File: src/shared/pcc_cal_regs.vh
/*
 Constants for the phase-position and current-sense calibration command registers:
 command codes, field positions, reset values, range limits and the transfer length.
 Assumes inclusion by bare name from the design files; holds definitions only.
*/
`ifndef PCC_CAL_REGS_VH
`define PCC_CAL_REGS_VH

// Command codes
`define PCC_CMD_PHASE_POSITION      8'h37
`define PCC_CMD_SENSE_GAIN          8'h38
`define PCC_CMD_SENSE_OFFSET        8'h39

// Field layout
`define PCC_POS_MSB                 3
`define PCC_POS_LSB                 0
`define PCC_L11_EXP_MSB             15
`define PCC_L11_EXP_LSB             11
`define PCC_L11_MANT_MSB            10
`define PCC_L11_MANT_LSB            0

// Reset values
`define PCC_SENSE_GAIN_RESET        16'hAA66
`define PCC_SENSE_OFFSET_RESET      16'h0000

// Position zero stands for the last slot of the group
`define PCC_POS_ZERO_MEANS          5'h10
// Phase step in tenths of a degree (22.5 degrees)
`define PCC_PHASE_STEP_TENTHS       12'h0E1

// Range limits: gain in milliohms, offset in amperes
`define PCC_GAIN_LIMIT_MOHM         32'h000003E8
`define PCC_OFFSET_LIMIT_AMP        32'h0000000A

// Only word transfers reach the calibration registers
`define PCC_WORD_BYTES              3'h2

`endif

File: src/verilog/pcc_l11_range.v
/*
 Linear-11 range check: decodes a word as mantissa times two to the exponent and
 reports its sign and whether its magnitude lies within LIMIT (inclusive).
 Assumes a purely combinational use by the command register block.
*/
`timescale 1ns/10ps
`include "pcc_cal_regs.vh"

module pcc_l11_range
#(
	parameter [31:0] LIMIT = 32'h0000000A
)
(
	input  wire [15:0] word,
	output wire        isPositive,
	output wire        isNegative,
	output wire        withinLimit
);

	wire signed [4:0]  expo;
	wire signed [10:0] mant;
	wire        [11:0] mag;
	wire        [4:0]  negExp;
	reg         [31:0] lhs;
	reg         [31:0] rhs;

	// Exponent and mantissa are both two's complement
	assign expo       = word[`PCC_L11_EXP_MSB:`PCC_L11_EXP_LSB];
	assign mant       = word[`PCC_L11_MANT_MSB:`PCC_L11_MANT_LSB];
	assign mag        = mant[10] ? (12'h000 - {mant[10], mant}) : {1'b0, mant};
	assign negExp     = 5'h00 - expo;
	assign isPositive = !mant[10] && (mant != 11'h000);
	assign isNegative = mant[10];

	// Shift whichever side keeps the compare exact: no bits of the mantissa are lost
	always @*
	begin
		if (!expo[4])
		begin
			lhs = {20'h00000, mag} << expo[3:0];
			rhs = LIMIT;
		end
		else
		begin
			lhs = {20'h00000, mag};
			rhs = LIMIT << negExp;
		end
	end

	assign withinLimit = (lhs <= rhs);

endmodule

File: src/verilog/pcc_cal_regs.v
/*
 Command registers for phase position, current-sense gain and current-sense offset.
 Reached by command code from the bus protocol engine, which hands over one decoded
 command per strobe with its byte count. The bus address pins arrive from outside
 the clock domain. Decoded calibration fields feed the current telemetry and the
 sense blanking compensation, which live elsewhere.
*/
`timescale 1ns/10ps
`include "pcc_cal_regs.vh"

module pcc_cal_regs
(
	input  wire        mclk,
	input  wire        rstn,
	input  wire [3:0]  busAddrLow,
	input  wire        cmdStrobe,
	input  wire        cmdWrite,
	input  wire [7:0]  cmdCode,
	input  wire [2:0]  cmdByteCount,
	input  wire [15:0] cmdWdata,
	output reg         cmdAck,
	output reg         cmdNack,
	output reg  [15:0] cmdRdata,
	output reg  [4:0]  phasePosition,
	output reg  [11:0] phaseOffsetTenths,
	output reg  [4:0]  senseGainExp,
	output reg  [10:0] senseGainMant,
	output reg  [4:0]  senseOffsetExp,
	output reg  [10:0] senseOffsetMant,
	output reg         calUpdated
);

	reg  [3:0]  addrSync1_q;
	reg  [3:0]  addrSync2_q;
	reg  [3:0]  addrSync3_q;
	reg  [3:0]  addrStable_q;
	reg  [3:0]  posField_q;
	reg         posWritten_q;
	reg  [15:0] senseGain_q;
	reg  [15:0] senseOffset_q;
	wire [3:0]  posEffective;
	wire [4:0]  posSlot_d;
	wire        gainPositive;
	wire        gainWithin;
	wire        offsetWithin;
	wire        isPos;
	wire        isGain;
	wire        isOffset;
	wire        mapped;
	wire        lenOk;
	wire        gainOk;
	wire        offsetOk;
	reg         accept_d;
	reg  [15:0] rdata_d;

	pcc_l11_range
	#(
		.LIMIT(`PCC_GAIN_LIMIT_MOHM)
	)
	u_gainRange
	(
		.word        (cmdWdata),
		.isPositive  (gainPositive),
		.isNegative  (),
		.withinLimit (gainWithin)
	);

	pcc_l11_range
	#(
		.LIMIT(`PCC_OFFSET_LIMIT_AMP)
	)
	u_offsetRange
	(
		.word        (cmdWdata),
		.isPositive  (),
		.isNegative  (),
		.withinLimit (offsetWithin)
	);

	// Address straps come off pins; a change is taken only once stages two and three agree
	genvar i;
	generate
		for (i = 0; i < 4; i = i + 1)
		begin : gAddrSync
			always @(posedge mclk or negedge rstn)
			begin
				if (!rstn)
				begin
					addrSync1_q[i]  <= 1'b0;
					addrSync2_q[i]  <= 1'b0;
					addrSync3_q[i]  <= 1'b0;
					addrStable_q[i] <= 1'b0;
				end
				else
				begin
					addrSync1_q[i] <= busAddrLow[i];
					addrSync2_q[i] <= addrSync1_q[i];
					addrSync3_q[i] <= addrSync2_q[i];
					if (addrSync2_q[i] == addrSync3_q[i])
						addrStable_q[i] <= addrSync3_q[i];
				end
			end
		end
	endgenerate

	// Address default stays live until software takes over the field
	assign posEffective = posWritten_q ? posField_q : addrStable_q;
	assign posSlot_d    = (posEffective == 4'h0) ? `PCC_POS_ZERO_MEANS : {1'b0, posEffective};

	assign isPos    = (cmdCode == `PCC_CMD_PHASE_POSITION);
	assign isGain   = (cmdCode == `PCC_CMD_SENSE_GAIN);
	assign isOffset = (cmdCode == `PCC_CMD_SENSE_OFFSET);
	assign mapped   = isPos | isGain | isOffset;
	assign lenOk    = (cmdByteCount == `PCC_WORD_BYTES);
	assign gainOk   = gainPositive && gainWithin;
	assign offsetOk = offsetWithin;

	// Decide the answer and the read word for the command now on the port
	always @*
	begin
		accept_d = 1'b0;
		rdata_d  = 16'h0000;
		if (mapped && lenOk)
		begin
			if (!cmdWrite)
			begin
				accept_d = 1'b1;
				if (isPos)
					rdata_d = {12'h000, posEffective};
				else if (isGain)
					rdata_d = senseGain_q;
				else
					rdata_d = senseOffset_q;
			end
			else if (isPos)
				accept_d = 1'b1;
			else if (isGain)
				accept_d = gainOk;
			else
				accept_d = offsetOk;
		end
	end

	// Register storage; a refused write leaves the old value untouched
	always @(posedge mclk or negedge rstn)
	begin
		if (!rstn)
		begin
			posField_q    <= 4'h0;
			posWritten_q  <= 1'b0;
			senseGain_q   <= `PCC_SENSE_GAIN_RESET;
			senseOffset_q <= `PCC_SENSE_OFFSET_RESET;
		end
		else if (cmdStrobe && cmdWrite && accept_d)
		begin
			if (isPos)
			begin
				posField_q   <= cmdWdata[`PCC_POS_MSB:`PCC_POS_LSB];
				posWritten_q <= 1'b1;
			end
			if (isGain)
				senseGain_q <= cmdWdata;
			if (isOffset)
				senseOffset_q <= cmdWdata;
		end
	end

	// Answer one cycle after the strobe; a read of an unknown code or wrong length is refused
	always @(posedge mclk or negedge rstn)
	begin
		if (!rstn)
		begin
			cmdAck     <= 1'b0;
			cmdNack    <= 1'b0;
			cmdRdata   <= 16'h0000;
			calUpdated <= 1'b0;
		end
		else
		begin
			cmdAck     <= cmdStrobe && accept_d;
			cmdNack    <= cmdStrobe && !accept_d;
			calUpdated <= cmdStrobe && cmdWrite && accept_d && (isGain || isOffset);
			if (cmdStrobe && !cmdWrite && accept_d)
				cmdRdata <= rdata_d;
		end
	end

	// Decoded settings for the phase generator and the current telemetry
	always @(posedge mclk or negedge rstn)
	begin
		if (!rstn)
		begin
			phasePosition     <= `PCC_POS_ZERO_MEANS;
			phaseOffsetTenths <= 12'h000;
			senseGainExp      <= 5'h00;
			senseGainMant     <= 11'h000;
			senseOffsetExp    <= 5'h00;
			senseOffsetMant   <= 11'h000;
		end
		else
		begin
			phasePosition     <= posSlot_d;
			// Slot sixteen lands on 360 degrees, the same as the sync edge itself
			phaseOffsetTenths <= {7'h00, posSlot_d} * `PCC_PHASE_STEP_TENTHS;
			senseGainExp      <= senseGain_q[`PCC_L11_EXP_MSB:`PCC_L11_EXP_LSB];
			senseGainMant     <= senseGain_q[`PCC_L11_MANT_MSB:`PCC_L11_MANT_LSB];
			// The same offset serves static nulling and blanking-delay correction
			senseOffsetExp    <= senseOffset_q[`PCC_L11_EXP_MSB:`PCC_L11_EXP_LSB];
			senseOffsetMant   <= senseOffset_q[`PCC_L11_MANT_MSB:`PCC_L11_MANT_LSB];
		end
	end

endmodule

File: config.mk
export PLATFORM = sky130hd
export DESIGN_NAME = pcc_cal_regs
export DESIGN_NICKNAME = d
export VERILOG_FILES = /design/src/verilog/pcc_l11_range.v /design/src/verilog/pcc_cal_regs.v
export VERILOG_INCLUDE_DIRS = /design/src /design/src/shared
export SDC_FILE = /design/constraint.sdc
export NUM_CORES = 1
export LEC_CHECK = 0
export ABC_AREA = 0
export BUFFER_PORTS_ARGS = -buffer_cell sky130_fd_sc_hd__buf_2
export CAP_MARGIN = 5
export CORE_MARGIN = 2
export CORE_UTILIZATION = 60
export CTS_CLUSTER_SIZE = 40
export DETAILED_ROUTE_END_ITERATION = 8
export PLACE_DENSITY = 0.91
export REMOVE_ABC_BUFFERS = 1
export SYNTH_ARGS = -nofsm -noshare
export SYNTH_HDL_FRONTEND = slang
export SYNTH_HIERARCHICAL = 1
export SYNTH_SLANG_ARGS = --single-unit
File: constraint.sdc
create_clock -name mclk -period 4.3 [get_ports mclk]
set_input_delay 0.645 -clock mclk [delete_from_list [all_inputs] [get_ports mclk]]
set_output_delay 0.645 -clock mclk [all_outputs]
set_load 0.005 [all_outputs]
==> qor.json, run 1 <==
{
  "outcome": "did not finish",
  "stage_where_the_flow_stopped": "5_1_grt",
  "toolErrorMsg": "[ERROR GRT-0232] Routing congestion too high. Check the congestion heatmap in the GUI.",
  "preCtsSetupSlack_ps": -1820,
  "ctsRootBufferMaster": "sky130_fd_sc_hd__clkbuf_16",
  "tritoncts_num_sinks": 116,
  "grt_start_max_net_pins": 61,
  "routabilityCongestion": 1.08,
  "pin_count": 103,
  "h_tree_lvls": 4,
  "core.rowCount": 43,
  "clockBufferDepth": 2,
  "worst_path_end_type": "register data pin",
  "synth.yosys.warnings": 6,
  "initial_util": 0.606,
  "detailedPlacementHpwl_um": 20900,
  "avg_inst_size_synth_sq_um": 9.37,
  "die_h_um": 122,
  "post_synth_inst_count": 888,
  "die_extent_in_x_um": 122,
  "cell_area_after_synthesis_sq_mm": 0.00832,
  "cts_buffers": 17,
  "grt_usage": 0.752,
  "buffer_ports.inserted": 102,
  "grt_worst_setup_endpoint": "senseOffset_q[3]$_DFFE_PN0P_/D",
  "grt-ovfl-total": 40
}
-- routing by layer --
layer / GRT overflow / track usage
met1: 3 / 0.749
met5: 0 / 0.365
met4: 21 / 0.734
met2: 15 / 0.854
met3: 1 / 0.686
-- through the flow --
step           instance area, sq um  setup TNS, ps   util  instances
4_1_cts                       11300         -40060  0.827       1376
3_5_place_dp                  10400         -58600  0.757       1326
3_3_place_gp                  10400         -48960  0.757       1326
2_1_floorplan                  7950         -41560      -        823
-- what timing repair did --
action                                  CTS
hold buffers                              0
hold endpoints to repair                  0
resized for setup                        55
buffers inserted                         19
pin swaps                                24
endpoints found under the setup margin   35
==> run 2: changes to the inputs <==
CORE_UTILIZATION = 40   (was 60)
CTS_CLUSTER_SIZE = default   (was 40)
PLACE_DENSITY = default   (was 0.91)
PLACE_DENSITY_LB_ADDON = 0.15   (was default)
==> qor.json, run 2 <==
{
  "outcome": "complete, but fails checks",
  "failed_checks": "setup timing",
  "share_seq_of_total_power": 0.336,
  "power_switching_share": 0.300,
  "routabilityCongestion": {"value": 0.914, "change": "-15%"},
  "post_cts_hold_buffer_count": {"value": 0, "change": "unchanged"},
  "numPlacedInstances": {"value": 1421, "change": "+7.2%"},
  "maxCapViolCount": 0,
  "timing.clock.skew_ps": 7.41,
  "kind_of_end_point_of_the_critical_path": "flip-flop",
  "totalWireLength_um": 26200,
  "global_route_wire_length_before_repair_um": 42200,
  "fmaxAchievable_mhz": 179,
  "core.rowCount": {"value": 52, "change": "+21%"},
  "finalCoreUtilization": 0.568,
  "post_synth_inst_count": {"value": 888, "change": "unchanged"},
  "unrepaired_setup_endpoints_after_global_routing": "yes",
  "irDropWorstVdd_mv": 0.163,
  "max_stage_delay_ps": 500,
  "hp-class": "in2async",
  "route.antenna.remaining_nets": 0,
  "final.setup.worst_slack_ps": -1270,
  "most-common-layout-cells": "235 x sky130_fd_sc_hd__buf_4, 107 x sky130_fd_sc_hd__dfrtp_1, 99 x sky130_fd_sc_hd__buf_2",
  "post_route_clock_period_utilization": 1.30,
  "grt_start_max_net_pins": 55,
  "cellPowerDensity_mw_per_mm2": 295,
  "cell_area_after_synthesis": {"value": 0.00832, "unit": "sq mm", "change": "unchanged"},
  "total_power_mw": 3.40,
  "vias": 8197,
  "grt-ovfl-total": 0,
  "initial_util": {"value": 0.410, "change": "-0.197"},
  "final-max-slew-violation-count": 0,
  "synth.yosys.warnings": {"value": 6, "change": "unchanged"},
  "final_period_minus_worst_setup_slack_ps": 5570,
  "timing.critical_path.from_type": "input port",
  "cts_buffers": {"value": 17, "change": "unchanged"},
  "buffer_ports.inserted": {"value": 102, "change": "unchanged"},
  "diodes": 0,
  "final_stage_net_count": 1265,
  "route.detailed.vias_per_inst": 5.59,
  "detail_route.first_pass.iterations": 5,
  "required_time_worst_endpoint_ps": 4590,
  "grt_usage": 0.239,
  "antenna_found_initial": 0,
  "preCtsSetupSlack": {"value": -1690, "unit": "ps", "change": "+130 ps"},
  "crit_slowest_cell": "sky130_fd_sc_hd__or4b_4",
  "final-setup-viol-count": 35,
  "share_of_post_route_cells_with_drive_strength_above_1": 0.414,
  "tritoncts_num_sinks": {"value": 116, "change": "unchanged"},
  "cts.clk_slew.worst_paths_ps": 50,
  "worst-slew-pin-transition_ps": 1150,
  "switching_power_mw": 1.02,
  "ctsRootBufferMaster": "sky130_fd_sc_hd__clkbuf_16",
  "design.die.area_sq_mm": 0.0220,
  "post-route-drc-count": 0,
  "number_of_global_route_vias_before_repair": 7969,
  "power_report.internal_total_mw": 2.38,
  "clock_group_share_of_total_power": 0.375,
  "worstSetupPathType": "in2reg",
  "routedWlPerCell_um": 17.9,
  "comb_power_share": 0.288,
  "report.final.hold_viol_count": 0,
  "drtIter0Drc": 526,
  "critical_path_peak_fanout": 6,
  "clockBufferDepth": {"value": 2, "change": "unchanged"},
  "avg_inst_size_synth": {"value": 9.37, "unit": "sq um", "change": "unchanged"},
  "detailedPlacementHpwl": {"value": 19700, "unit": "um", "change": "-5.6%"},
  "non_filler_instances": 1467,
  "power_leakage_nw": 5.58,
  "largest_registers": "cmdRdata (16), senseGain_q (16), senseOffset_q (16)",
  "die_h": {"value": 148, "unit": "um", "change": "+22%"},
  "layout.cells.most_common": "sky130_fd_sc_hd__buf_4",
  "die_extent_in_x": {"value": 148, "unit": "um", "change": "+22%"},
  "slew_headroom": 0.223,
  "area_added_between_synthesis_and_finish_pct": 38.5,
  "timing.critical_path.arrival_ps": 5870,
  "insertion_delay_ps": 410,
  "tritoncts_clock_tree": "yes",
  "h_tree_lvls": {"value": 4, "change": "unchanged"},
  "pin_count": {"value": 103, "change": "unchanged"},
  "fp.coreArea_sq_mm": 0.0203
}
## run 2: what timing repair did
item | CTS | global route
pin swaps | 9 | 19
gates cloned | 1 | 0
gates resized for setup | 53 | 20
setup buffers | 7 | 8
setup endpoints to repair | 35 | 35
## run 2: layout make-up
type	count	area [sq um]
fill	1836	8780
timing repair buffer	342	2420
clock inverter	13	98.8
sequential	116	2910
tap	270	338
inverter	31	134
multi-input combinational	676	5160
clock buffer	19	453
## run 2: power groups by stage
stage	Combinational, mW	Sequential [mW]	Clock [mW]
floorplan	0.441	1.17	0
global placement	0.909	1.16	0
detailed placement	0.914	1.16	0
CTS	0.954	1.15	1.30
global route	1.08	1.15	1.36
finish	0.981	1.14	1.28
## run 2: path summary, 6_finish.rpt
path | start | endpoint | slack [ps] | cells after the start
setup reg to reg | posWritten_q | phaseOffsetTenths[11] | 810 | 11
min in group mclk | busAddrLow[1] | addrSync1_q[1] | 330 | 1
max in group asynchronous | rstn | senseGain_q[5] | 3100 | 2
hold reg to reg | addrSync1_q[0] | addrSync2_q[0] | 350 | 0
setup / recovery | cmdWdata[1] | senseOffset_q[6] | -1270 | 27
hold / removal | rstn | phaseOffsetTenths[3] | 260 | 1
## run 2: critical path: cells and delay by family
kind / cells / cell delay (ps)
XOR/XNOR: 1 / 160
multiplexers: 1 / 290
AO/OA/AOI/OAI: 10 / 2240
buffers and inverters: 4 / 500
adder cells (fa/ha/maj): 2 / 410
AND/OR/NAND/NOR: 9 / 1620
## run 2: per-stage QoR
step / instance area (sq um) / hold slack, ps / TNS (ps)
6_report: 11500 / 258 / -37820
5_1_grt: 11500 / 321 / -47510
4_1_cts: 11400 / 290 / -30330
3_5_place_dp: 10600 / 335 / -54850
3_3_place_gp: 10600 / 333 / -50280
2_1_floorplan: 7950 / 331 / -41560
## run 2: layer usage
layer  vias to the layer above  track usage  routed length, um
li1                       3933            -                  -
met1                      3939        0.336              12200
met2                       276        0.381              12000
met3                        49       0.0319               1370
met4                         0       0.0848                640
met5                         -            0                  0
Power figures use the tool's default switching activity.
